## config.mk

```make
export PLATFORM = sky130hd
export DESIGN_NAME = fan_drive_tach_period_meter
export DESIGN_NICKNAME = d
export VERILOG_FILES = /design/src/pkg/fan_drive_pkg.sv /design/src/design/drive_pwm.sv /design/src/design/fan_drive_tach_period_meter.sv /design/src/design/tach_meter.sv
export SDC_FILE = /design/constraint.sdc
export NUM_CORES = 2
export LEC_CHECK = 0
export BUFFER_PORTS_ARGS = -buffer_cell sky130_fd_sc_hd__buf_2
export CORE_MARGIN = 1.5
export CORE_UTILIZATION = 60
export CTS_CLUSTER_DIAMETER = 30
export DETAILED_ROUTE_END_ITERATION = 16
export PLACE_DENSITY_LB_ADDON = 0.2
export SLEW_MARGIN = 20
export SYNTH_ARGS = -nofsm -noshare
export SYNTH_HDL_FRONTEND = slang
export SYNTH_HIERARCHICAL = 1
export SYNTH_SLANG_ARGS = --single-unit
```

## constraint.sdc

```tcl
create_clock -name clk_sys -period 7.55 [get_ports clk_sys]
set_input_delay 0.755 -clock clk_sys [delete_from_list [all_inputs] [get_ports clk_sys]]
set_output_delay 0.755 -clock clk_sys [all_outputs]
set_load 0.01 [all_outputs]
```

## src/pkg/fan_drive_pkg.sv

```systemverilog
// Constants, register map and shared types for the fan drive and speed meter.
// Assumes a single 125 MHz system clock and a 32-bit APB register bus.
`default_nettype none

package fan_drive_pkg;

    localparam int SYS_CLK_HZ = 125000000;
    localparam int TACH_CLK_HZ = 90000;
    localparam int TICK_CYCLES = (SYS_CLK_HZ + TACH_CLK_HZ / 2) / TACH_CLK_HZ;
    localparam int TICK_W = 11;
    localparam int MEAS_PERIOD_MS = 1000;
    localparam int MEAS_TICKS_DEF = MEAS_PERIOD_MS * (TACH_CLK_HZ / 1000);
    localparam int HF_STEP_CYCLES = 20;
    localparam int LF_STEP_CYCLES_DEF = 21786;
    localparam int SLOW_W = 24;

    localparam int NUM_DRIVE = 4;
    localparam int NUM_TACH = 8;
    localparam int CNT_W = 16;
    localparam logic [CNT_W-1:0] CNT_MAX = 16'hFFFF;
    localparam logic [7:0] PWM_PHASE_MAX = 8'hFE;

    localparam logic [7:0] ADDR_MODE = 8'h00;
    localparam logic [7:0] ADDR_DUTY0 = 8'h04;
    localparam logic [7:0] DUTY_STRIDE = 8'h04;
    localparam logic [7:0] ADDR_TCFG = 8'h14;
    localparam logic [7:0] ADDR_STAT = 8'h18;
    localparam logic [7:0] ADDR_VAL0 = 8'h40;
    localparam logic [7:0] VAL_STRIDE = 8'h08;
    localparam logic [7:0] VAL_HI_OFS = 8'h04;
    localparam int STAT_STRETCH_LSB = 0;
    localparam int STAT_PEND_LSB = 8;

    localparam logic [NUM_DRIVE-1:0] MODE_RST = 4'h0;
    localparam logic [7:0] DUTY_RST = 8'hFF;
    localparam logic [NUM_TACH-1:0] TCFG_RST = 8'h00;

    typedef enum logic [2:0] {
        MS_IDLE = 3'b001,
        MS_WAIT = 3'b010,
        MS_COUNT = 3'b100
    } meas_state_t;

    typedef struct packed {
        logic done;
        logic [CNT_W-1:0] count;
    } meas_t;

endpackage

`default_nettype wire
```

## src/design/drive_pwm.sv

```systemverilog
// One duty-cycle drive generator with a 255-step phase counter.
// Assumes a one-cycle step strobe from the owner that sets the drive rate.
`default_nettype none

module drive_pwm import fan_drive_pkg::*; (
    input wire logic clk_sys,
    input wire logic rst_n,
    input wire logic step,
    input wire logic [7:0] duty,
    output logic out
);

    logic [7:0] phaseQ;

    always_ff @(posedge clk_sys) begin
        if (!rst_n) begin
            phaseQ <= 8'h00;
        end else if (step) begin
            phaseQ <= (phaseQ == PWM_PHASE_MAX) ? 8'h00 : phaseQ + 8'h01;
        end
    end

    // Duty 0x00 is always off and 0xFF is always on.
    always_ff @(posedge clk_sys) begin
        if (!rst_n) begin
            out <= 1'b0;
        end else begin
            out <= (phaseQ < duty); // (RL1)
        end
    end

endmodule

`default_nettype wire

```

## src/design/fan_drive_tach_period_meter.sv

```systemverilog
// Fan drive and speed meter: four duty-cycle drives, eight period meters, APB registers.
// Assumes an APB master on clk_sys and speed inputs arriving asynchronously from fans.
//
// Overview of operation
// (RL1) Each drive output's duty cycle is set from a software register.
// (RL2) Eight speed inputs exist but only four drive outputs.
// (RL3) Software picks low rate for 2/3-wire fans, high rate for 4-wire.
// (RL4) Software keeps a drive powering a 2-wire fan in low rate mode.
// (RL5) Chopped 3-wire fans get pulse stretching for valid speed readings.
// (RL6) While stretching, the drive stays fully on until the measurement completes.
// (RL7) Continuously measured inputs run without any stretching.
// (RL8) A 16-bit counter counts 90 kHz ticks across tach periods.
// (RL9) Each finished count is stored in that input's value register.
// (RL10) A set continuous bit makes its input measure continuously.
// (RL11) High rate drive mode sets the continuous bit of its paired inputs.
// (RL12) Stretching is synchronised between each drive and its speed inputs.
// (RL13) Drive n pairs with speed inputs 2n-1 and 2n.
// (RL14) High rate mode treats tach as always valid, no drive synchronisation.
// (RL15) Counting runs from first to third rising tach edge.
// (RL16) A reading of 0xFFFF means stalled or below about 100 rpm.
// (RL17) Reading the low byte freezes the high byte until it is read.
// (RL18) With stretching, measure once per second then restore programmed duty.
// (RL19) Every input has its own counter and value register.
// (RL20) The period counter saturates instead of wrapping.
//
// The APB register port and the register offsets were chosen for this implementation.
`default_nettype none

module fan_drive_tach_period_meter import fan_drive_pkg::*; #(
    parameter int MEAS_TICKS = MEAS_TICKS_DEF,
    parameter int LF_STEP_CYCLES = LF_STEP_CYCLES_DEF
) (
    input wire logic clk_sys,
    input wire logic rst_n,
    input wire logic psel,
    input wire logic penable,
    input wire logic pwrite,
    input wire logic [7:0] paddr,
    input wire logic [31:0] pwdata,
    output logic [31:0] prdata,
    output logic pready,
    output logic pslverr,
    input wire logic [NUM_TACH-1:0] speedIn,
    output logic [NUM_DRIVE-1:0] driveOut
);

    logic [NUM_TACH-1:0] speedMetaQ;
    logic [NUM_TACH-1:0] speedSyncQ;
    logic [TICK_W-1:0] tickCntQ;
    logic tickQ;
    logic [SLOW_W-1:0] measCntQ;
    logic measTickQ;
    logic [SLOW_W-1:0] lfCntQ;
    logic lfStepQ;
    logic [7:0] hfCntQ;
    logic hfStepQ;

    logic [NUM_DRIVE-1:0] modeQ;
    logic [7:0] dutyQ [NUM_DRIVE];
    logic [NUM_TACH-1:0] tcfgQ;
    logic [CNT_W-1:0] valueQ [NUM_TACH];
    logic [NUM_TACH-1:0] freezeQ;
    logic [7:0] hiHoldQ [NUM_TACH];
    logic [NUM_TACH-1:0] pendQ;
    logic [NUM_DRIVE-1:0] stretchOn;
    logic [NUM_DRIVE-1:0] pwmOut;
    logic [NUM_TACH-1:0] contEff;
    logic [NUM_TACH-1:0] startPulse;
    meas_t meas [NUM_TACH];

    logic setupRd;
    logic accWr;
    logic accRd;
    logic [31:0] rdNext;
    logic errNext;
    logic [NUM_TACH-1:0] loHit;
    logic [NUM_TACH-1:0] hiHit;

    // Speed inputs are asynchronous and pass two flops before use.
    always_ff @(posedge clk_sys) begin
        if (!rst_n) begin
            speedMetaQ <= '1;
            speedSyncQ <= '1;
        end else begin
            speedMetaQ <= speedIn;
            speedSyncQ <= speedMetaQ;
        end
    end

    // The 90 kHz measurement tick.
    always_ff @(posedge clk_sys) begin
        if (!rst_n) begin
            tickCntQ <= '0;
            tickQ <= 1'b0;
        end else if (tickCntQ == TICK_W'(TICK_CYCLES - 1)) begin
            tickCntQ <= '0;
            tickQ <= 1'b1; // (RL8)
        end else begin
            tickCntQ <= tickCntQ + 11'h001;
            tickQ <= 1'b0;
        end
    end

    // The once-per-second stretch measurement strobe, counted in ticks.
    always_ff @(posedge clk_sys) begin
        if (!rst_n) begin
            measCntQ <= '0;
            measTickQ <= 1'b0;
        end else begin
            measTickQ <= 1'b0;
            if (tickQ) begin
                if (measCntQ == SLOW_W'(MEAS_TICKS - 1)) begin
                    measCntQ <= '0;
                    measTickQ <= 1'b1; // (RL18)
                end else begin
                    measCntQ <= measCntQ + 24'h000001;
                end
            end
        end
    end

    // Phase step strobes for the low and high rate drive modes.
    always_ff @(posedge clk_sys) begin
        if (!rst_n) begin
            lfCntQ <= '0;
            lfStepQ <= 1'b0;
        end else if (lfCntQ == SLOW_W'(LF_STEP_CYCLES - 1)) begin
            lfCntQ <= '0;
            lfStepQ <= 1'b1;
        end else begin
            lfCntQ <= lfCntQ + 24'h000001;
            lfStepQ <= 1'b0;
        end
    end

    always_ff @(posedge clk_sys) begin
        if (!rst_n) begin
            hfCntQ <= '0;
            hfStepQ <= 1'b0;
        end else if (hfCntQ == 8'(HF_STEP_CYCLES - 1)) begin
            hfCntQ <= '0;
            hfStepQ <= 1'b1;
        end else begin
            hfCntQ <= hfCntQ + 8'h01;
            hfStepQ <= 1'b0;
        end
    end

    genvar k;
    genvar j;
    generate
        for (k = 0; k < NUM_DRIVE; k++) begin : g_drive
            drive_pwm u_pwm (
                .clk_sys(clk_sys),
                .rst_n(rst_n),
                .step(modeQ[k] ? hfStepQ : lfStepQ),
                .duty(dutyQ[k]),
                .out(pwmOut[k])
            );
            assign stretchOn[k] = pendQ[2*k] | pendQ[2*k+1]; // (RL13)
        end
        for (j = 0; j < NUM_TACH; j++) begin : g_tach // (RL2)
            assign contEff[j] = tcfgQ[j] | modeQ[j/2]; // (RL11)
            assign startPulse[j] = measTickQ & ~contEff[j] & ~pendQ[j]; // (RL5)
            tach_meter u_meter ( // (RL19)
                .clk_sys(clk_sys),
                .rst_n(rst_n),
                .tachLvl(speedSyncQ[j]),
                .tick(tickQ),
                .run(contEff[j]),
                .start(startPulse[j]),
                .result(meas[j])
            );
        end
    endgenerate

    // A pending stretched measurement holds its drive fully on until it is done.
    always_ff @(posedge clk_sys) begin
        if (!rst_n) begin
            pendQ <= '0;
        end else begin
            for (int i = 0; i < NUM_TACH; i++) begin
                if (startPulse[i]) begin
                    pendQ[i] <= 1'b1; // (RL12)
                end else if (meas[i].done || contEff[i]) begin
                    pendQ[i] <= 1'b0; // (RL14)
                end
            end
        end
    end

    always_ff @(posedge clk_sys) begin
        if (!rst_n) begin
            driveOut <= '0;
        end else begin
            driveOut <= pwmOut | stretchOn; // (RL6)
        end
    end

    // Finished counts land in the value registers, one per input.
    always_ff @(posedge clk_sys) begin
        if (!rst_n) begin
            for (int i = 0; i < NUM_TACH; i++) begin
                valueQ[i] <= CNT_MAX;
            end
        end else begin
            for (int i = 0; i < NUM_TACH; i++) begin
                if (meas[i].done) begin
                    valueQ[i] <= meas[i].count; // (RL9)
                end
            end
        end
    end

    assign setupRd = psel & ~penable & ~pwrite;
    assign accWr = psel & penable & pwrite;
    assign accRd = psel & penable & ~pwrite;
    logic [31:0] prdataQ;
    logic slverrQ;

    assign pready = 1'b1;
    assign prdata = prdataQ;
    assign pslverr = slverrQ;

    always_comb begin
        rdNext = 32'h00000000;
        errNext = 1'b0;
        loHit = '0;
        hiHit = '0;
        for (int i = 0; i < NUM_TACH; i++) begin
            loHit[i] = (paddr == 8'(ADDR_VAL0 + VAL_STRIDE * i));
            hiHit[i] = (paddr == 8'(ADDR_VAL0 + VAL_STRIDE * i + VAL_HI_OFS));
        end
        if (paddr == ADDR_MODE) begin
            rdNext[NUM_DRIVE-1:0] = modeQ;
        end else if (paddr >= ADDR_DUTY0 && paddr < 8'(ADDR_DUTY0 + DUTY_STRIDE * NUM_DRIVE) &&
                     paddr[1:0] == 2'h0) begin
            rdNext[7:0] = dutyQ[2'(paddr[7:2] - 6'h01)];
        end else if (paddr == ADDR_TCFG) begin
            rdNext[NUM_TACH-1:0] = contEff; // (RL10)
        end else if (paddr == ADDR_STAT) begin
            rdNext[STAT_STRETCH_LSB +: NUM_DRIVE] = stretchOn;
            rdNext[STAT_PEND_LSB +: NUM_TACH] = pendQ;
        end else if (|loHit) begin
            for (int i = 0; i < NUM_TACH; i++) begin
                if (loHit[i]) begin
                    rdNext[7:0] = valueQ[i][7:0];
                end
            end
        end else if (|hiHit) begin
            for (int i = 0; i < NUM_TACH; i++) begin
                if (hiHit[i]) begin
                    rdNext[7:0] = freezeQ[i] ? hiHoldQ[i] : valueQ[i][15:8]; // (RL17)
                end
            end
        end else begin
            errNext = 1'b1;
        end
    end

    // Read data and error are captured in the setup cycle and shown in the access cycle.
    always_ff @(posedge clk_sys) begin
        if (!rst_n) begin
            prdataQ <= 32'h00000000;
            slverrQ <= 1'b0;
        end else if (psel && !penable) begin
            prdataQ <= pwrite ? 32'h00000000 : rdNext;
            slverrQ <= errNext;
        end
    end

    // A low byte read snapshots the high byte; the high byte read releases it.
    always_ff @(posedge clk_sys) begin
        if (!rst_n) begin
            freezeQ <= '0;
            for (int i = 0; i < NUM_TACH; i++) begin
                hiHoldQ[i] <= 8'h00;
            end
        end else begin
            for (int i = 0; i < NUM_TACH; i++) begin
                if (setupRd && loHit[i]) begin
                    freezeQ[i] <= 1'b1; // (RL17)
                    hiHoldQ[i] <= valueQ[i][15:8];
                end else if (accRd && hiHit[i]) begin
                    freezeQ[i] <= 1'b0;
                end
            end
        end
    end

    always_ff @(posedge clk_sys) begin
        if (!rst_n) begin
            modeQ <= MODE_RST;
            tcfgQ <= TCFG_RST;
            for (int i = 0; i < NUM_DRIVE; i++) begin
                dutyQ[i] <= DUTY_RST;
            end
        end else if (accWr) begin
            if (paddr == ADDR_MODE) begin
                modeQ <= pwdata[NUM_DRIVE-1:0];
            end else if (paddr == ADDR_TCFG) begin
                tcfgQ <= pwdata[NUM_TACH-1:0]; // (RL10)
            end else begin
                for (int i = 0; i < NUM_DRIVE; i++) begin
                    if (paddr == 8'(ADDR_DUTY0 + DUTY_STRIDE * i)) begin
                        dutyQ[i] <= pwdata[7:0]; // (RL1)
                    end
                end
            end
        end
    end

endmodule

`default_nettype wire

```

## src/design/tach_meter.sv

```systemverilog
// Period meter for one speed input, counting 90 kHz ticks over two tach periods.
// Assumes a synchronised input level and a one-cycle tick strobe from the owner.
`default_nettype none

module tach_meter import fan_drive_pkg::*; (
    input wire logic clk_sys,
    input wire logic rst_n,
    input wire logic tachLvl,
    input wire logic tick,
    input wire logic run,
    input wire logic start,
    output meas_t result
);

    meas_state_t stateQ;
    logic prevQ;
    logic secondQ;
    logic [CNT_W-1:0] cntQ;
    logic rise;

    assign rise = tachLvl & ~prevQ;

    always_ff @(posedge clk_sys) begin
        if (!rst_n) begin
            prevQ <= 1'b1;
        end else begin
            prevQ <= tachLvl;
        end
    end

    always_ff @(posedge clk_sys) begin
        if (!rst_n) begin
            stateQ <= MS_IDLE;
            cntQ <= '0;
            secondQ <= 1'b0;
            result <= '0;
        end else begin
            result.done <= 1'b0;
            case (stateQ)
                MS_IDLE: begin
                    if (run | start) begin // (RL7)
                        stateQ <= MS_WAIT;
                        cntQ <= '0;
                    end
                end
                MS_WAIT: begin
                    if (rise) begin // (RL15)
                        stateQ <= MS_COUNT;
                        cntQ <= '0;
                        secondQ <= 1'b0;
                    end else if (tick) begin
                        if (cntQ == CNT_MAX) begin // (RL16)
                            result.done <= 1'b1;
                            result.count <= CNT_MAX;
                            stateQ <= MS_IDLE;
                        end else begin
                            cntQ <= cntQ + 16'h0001;
                        end
                    end
                end
                MS_COUNT: begin
                    if (rise && secondQ) begin // (RL15)
                        result.done <= 1'b1;
                        result.count <= cntQ;
                        stateQ <= MS_IDLE;
                    end else if (rise) begin
                        secondQ <= 1'b1;
                    end else if (tick) begin
                        if (cntQ == CNT_MAX) begin // (RL20)
                            result.done <= 1'b1;
                            result.count <= CNT_MAX;
                            stateQ <= MS_IDLE;
                        end else begin
                            cntQ <= cntQ + 16'h0001; // (RL8)
                        end
                    end
                end
                default: begin
                    stateQ <= MS_IDLE;
                end
            endcase
            // A stretch strobe drops any measurement left over from unpowered time and starts afresh.
            if (start) begin
                stateQ <= MS_WAIT; // (RL5)
                cntQ <= '0;
                result.done <= 1'b0;
            end
        end
    end

endmodule

`default_nettype wire

```

# Word level (Yosys, flattened, before mapping)
# Memory sizes are Yosys's and may differ from the RTL's.
# Cells that the tools add are included.
# word_totals
ff_bits	492
mem_bits_rw	224
elab_cells	835
mem_count	3
# mem_list
memory	depth	word_bits	read_ports	rd_ports_with_merged_regs	wr	line_no	source
valueQ	8	16	8	0	8	fan_drive_tach_period_meter.sv:61	logic [CNT_W-1:0] valueQ [NUM_TACH];
hiHoldQ	8	8	8	0	8	fan_drive_tach_period_meter.sv:63	logic [7:0] hiHoldQ [NUM_TACH];
dutyQ	4	8	5	0	4	fan_drive_tach_period_meter.sv:59	logic [7:0] dutyQ [NUM_DRIVE];
# op_classes
addsub	17
order_cmp	6
n_eq_ne	126
mux	372
n_bitwise	98
reduce_logical	118
# ops
operator	n
$mux 16	57
$mux 17	32
$pmux 16 s3	8
$mux 8	47
$pmux 17 s2	8
$mux 3	48
$mux 1	143
$add 16x1->16 const B	8
$eq 16x16->1 const B	8
$eq 8x7->1 const B	16
$pmux 3 s3	8
$reduce_and 4->1	16
$add 24x1->24 const B	2
$ne 2x1->1 const B	24
$reduce_bool 2->1	24
$add 8x1->8 const B	5
$or 1x1->1	40
$reduce_and 2->1	18
$eq 8x5->1 const B	4
$eq 8x8->1 const B	4
$lt 8x8->1	4
$ne 2x2->1 const B	16
$ne 4x3->1 const B	8
$and 1x1->1	29
other kinds (30)	160

# Depth between registers and ports, before layout
# An unclocked memory read counts as a cell.
# logic_depth
word_depth	17
depth_mapped	12

# Cells and area by module
# The synthesis kept the hierarchy.
# modules_own_cells
module	n_inst	cells_per_inst	area_per_inst_um2	seq_area_each_um2
fan_drive_tach_period_meter	1	1550	16823.6	9449.1
tach_meter at g_tach[3].u_meter ...	3	204	1829.3	760.7
tach_meter at g_tach[0].u_meter ...	2	192	1779.2	760.7
drive_pwm	4	65	600.6	180.2
tach_meter at g_tach[6].u_meter	1	213	1901.8	760.7
tach_meter at g_tach[7].u_meter	1	193	1785.5	760.7
tach_meter at g_tach[2].u_meter	1	199	1761.7	760.7

# Least setup slack after synthesis
# No wires, ideal clock.
# synth_timing
kind	input to register
from	input port paddr[2]
to	memory dutyQ[1][0] (enable)
arrival_time_ns	2.751
path_slack_ns	4.413
path_stages	7
path_cell_list	buf_2 inv_1 ha_1 buf_2 or3b_2 buf_2 o31ai_1
# synth_lines
element	line_no	source
start: declaration	fan_drive_tach_period_meter.sv:38	input wire logic [7:0] paddr,
end: declaration	fan_drive_tach_period_meter.sv:59	

# Worst setup path after layout
# layout_timing
from	register measTickQ
to	register g_tach[2].u_meter.cntQ[9]
# layout_between
elab_chain_cells	5
elab_cells_between_ends	6
# layout_lines
element	line_no	source
start: declaration	fan_drive_tach_period_meter.sv:52	logic measTickQ;
start signal: assignment	fan_drive_tach_period_meter.sv:108	measTickQ <= 1'b0;
start signal: assignment	fan_drive_tach_period_meter.sv:110	measTickQ <= 1'b0;
start signal: assignment	fan_drive_tach_period_meter.sv:114	measTickQ <= 1'b1;
$and 1x1->1 * (2 in a row)	fan_drive_tach_period_meter.sv:164	assign startPulse[j] = measTickQ & ~contEff[j] & ~pendQ[j];
net startPulse[2]	fan_drive_tach_period_meter.sv:68	logic [NUM_TACH-1:0] startPulse;
$or 1x1->1	tach_meter.sv:41	if (run | start) begin
$ne 2x1->1 (no source line)	--	
$reduce_and 4->1 (no source line)	--	
end signal: assignment	tach_meter.sv:57	cntQ <= cntQ + 16'h0001;
end signal: assignment	tach_meter.sv:74	cntQ <= cntQ + 16'h0001;
end: declaration	tach_meter.sv:18	logic [CNT_W-1:0] cntQ;
# Mark *: on every way through the listed nets, which the timed path passes. The rest lies on a longest branch.
# A chain may end at the register's enable or synchronous reset.

==> summary.md <==
| Metric | Value |
|---|---|
| GR Overflow Total | 0 |
| Seq/Total Area, Yosys | 0.482 |
| Residual DRC | 0 |
| Initial Utilization | 0.610 |
| Clock Sinks | 700 |
| Gpl congestion | 0.969 |
| TritonCTS Buffers | 139 |
| Final WL | 87500 µm |
| Fin crit share | 0.550 |
| DR vias/cell | 6.28 |
| Setup violators final | 0 |
| Vias in the first global route | 25427 |
| Post-CTS Resized | 0 |
| Nets | 3549 |
| Crit-path cells | clkinv_1, nor3_1, nor2_1, o32ai_2, o211ai_2, or4_1, a21oi_1 |
| Minimum clock period | 4.15 ns |
| Startpoint types | register |
| Final Hold Fails | 0 |
| Worst EP required | 8.19 ns |
| Synth Area per Inst | 9.89 µm² |
| Cells after synthesis | 3411 |
| Worst min path class | in -> reg |
| Synth Register Bits | 700 |
| Initial antenna violation count | 1 |
| Final HPWL DP | 59900 µm |
| Die height | 240 µm |
| Hold-fix buffers at CTS | 0 |
| DR vias | 27033 |
| Top_reg_cell synth | dfxtp_1 |
| MaxCap Viol Count | 0 |
| YS warnings | 6 |
| Start-to-end type of the worst setup path | reg -> reg |
| Maximum vdd drop | 0.203 mV |
| Tot Pwr | 10.3 mW |
| Worst path arrival time | 4.79 ns |
| Max incr delay on CP | 0.90 ns |
| Area delta synth->final | 15.6% |
| Maximum root-to-sink buffer count | 3 |
| Clk root buf | clkbuf_16 |
| WL per Instance | 20.3 µm |
| H-tree depth | 4 |
| Critical Path Fanout Max | 18 |
| Die width | 240 µm |
| Cell family with most CP delay | simple AND/OR/NAND/NOR gates |
| Clk Latency, worst-skew pair | 0.72 ns |
| RSZ-0062 raised after global routing | no |
| Crit end category | register |
| I/O pins | 91 |
| Share of flip-flops with an asynchronous set or reset | 0 |
| Input/output buffers | 49 |
| Core area | 0.0553 mm² |
| CP Buf/Inv Count | 1 |
| Max-slew violations | 0 |
| 1st-iter DRT viols | 2147 |
| Clk slew on worst S/H paths | 0.05 ns |
| FMAX | 241 MHz |
| First-pass GRT wire length | 137000 µm |
| Gr usage total | 0.301 |
| Actual slew at the worst max-slew pin | 1.12 ns |
| PwrDens | 265 mW/mm² |
| Leak | 13.6 nW |
| Cell Area, Synth | 0.0337 mm² |
| Status | completed |
| Final ANT Viol Nets | 0 |
| Die area | 0.0576 mm² |
| Slowest cell on the critical path | clkinv_1 |
| Final setup TNS | 0 ns |
| Number of setup buffers added after CTS | 0 |
| Netlist cell types | 111 |
| EDFF count, synth | 224 |
| Share of cells above drive strength 1 | 0.153 |
| Largest net degree at the start of global routing | 112 |
| Rows | 86 |
| Pre-antenna DRT Iters | 7 |
| Slew HR | 0.246 |
| Worst Clk Skew | 0.0221 ns |
| Fill cells | 4035 |
| CTS tree | done |
==> state kept, by name, indices dropped and copies added (netlist names), 8 cells and up <==
signal / cells
g_tach.u_meter/result: 136
g_tach.u_meter/cntQ: 128
valueQ: 128
hiHoldQ: 64
dutyQ: 32
g_drive.u_pwm/phaseQ: 32
g_tach.u_meter/stateQ: 24
lfCntQ: 24
measCntQ: 24
prdata: 16
tickCntQ: 11
freezeQ: 8
g_tach.u_meter/prevQ: 8
g_tach.u_meter/secondQ: 8
hfCntQ: 8
pendQ: 8
speedMetaQ: 8
speedSyncQ: 8
tcfgQ: 8
==> cells by family after synthesis <==
kind of cell | count (synthesis) | synth area share
adders and majority gates | 55 | 0.0204
DFF | 700 | 0.482
other | 2 | 0.000223
muxes | 188 | 0.0593
buffers and inverters | 286 | 0.0380
and+or+nand+nor | 1365 | 0.229
xor gates and xnor gates | 86 | 0.0223
AOI/OAI and AO/OA | 729 | 0.149
==> routing by layer <==
layer / up-vias / global-route usage / share of wire / wire [µm]
met2: 1054 / 0.481 / 0.47 / 40800
met1: 13145 / 0.403 / 0.43 / 38000
li1: 12649 / - / - / -
met4: 2 / 0.126 / 0.030 / 2640
met3: 183 / 0.0538 / 0.069 / 6040
met5: - / 0 / 0.00014 / 12
==> final cells by class <==
class                      instances  area, µm²  share of cell area
sequential                       700      16300               0.417
inverter                          93        349             0.00895
clock inverter                    94       1000              0.0258
antenna                            1       2.50           0.0000642
clock buffer                     165       3740              0.0960
tap                              748        936              0.0240
timing repair buffer              67        402              0.0103
multi-input combinational       2440      16300               0.418
==> worst register-to-register path, stage by stage, from the launching register on <==
cell and delay [ns]:
dfxtp_1 0.87, clkinv_1 0.90, nor3_1 0.61, nor2_1 0.16
o32ai_2 0.41, o211ai_2 0.38, or4_1 0.59, a21oi_1 0.16
==> layout by cell type, fill, tap and decap left out, drive strengths merged, types with 67 or more instances in the layout <==
cell      n
dfxtp   476
nor2    250
edfxtp  224
nand2   210
a21oi   176
mux2i   166
clkbuf  166
o21ai   146
nand2b  131
or2     124
inv     120
nand3   117
nand4    94
and2     83
a21boi   82
or3      67
==> path summary, 6_finish.rpt <==
path                 startpoint                         to  slack (ns)  cells past startpoint
setup / recovery      measTickQ  g_tach[2].u_meter/cntQ[9]        3.40                      7
hold / removal       speedIn[2]              speedMetaQ[2]        0.22                      2
setup reg to reg      measTickQ  g_tach[2].u_meter/cntQ[9]        3.40                      7
hold reg to reg   speedMetaQ[3]              speedSyncQ[3]        0.40                      1
==> power breakdown <==
part,total [mW],switching (mW),internal (mW)
registers,3.99,0.0381,3.95
logic,0.269,0.190,0.0784
clock network,6.09,2.14,3.95
total,10.3,2.37,7.98
==> Yosys cell counts (38+ instances only) <==
library cell,number,area share
inv_1,87,0.0097
nand2b_1,130,0.024
ha_1,55,0.020
nand2_1,210,0.023
mux2i_1,166,0.049
edfxtp_1,224,0.20
a21oi_1,173,0.026
nand3_1,115,0.017
o31ai_1,57,0.013
dfxtp_1,476,0.28
xor2_1,50,0.013
nand4_1,77,0.014
a21boi_0,44,0.0098
or4_1,53,0.012
nor2_1,247,0.027
a21boi_1,38,0.0085
nor3_1,54,0.0080
or2_2,119,0.022
o21ai_0,118,0.018
and2_1,83,0.015
or3_1,67,0.012
clkbuf_1,121,0.013
==> through the flow <==
| stage | setup slack, ns | cells | util | area, µm² | hold WS (ns) |
|---|---|---|---|---|---|
| after floorplan | 4.41 | 3426 | - | 33800 | 0.386 |
| after global placement | 3.39 | 4048 | 0.619 | 34200 | 0.390 |
| after detailed placement | 3.25 | 4048 | 0.619 | 34200 | 0.397 |
| after CTS | 3.38 | 4307 | 0.704 | 39000 | 0.176 |
| after global routing | 3.24 | 4307 | 0.705 | 39000 | 0.207 |
| final | 3.40 | 4308 | 0.705 | 39000 | 0.221 |
Note: power is estimated with default switching activity, not from simulation.
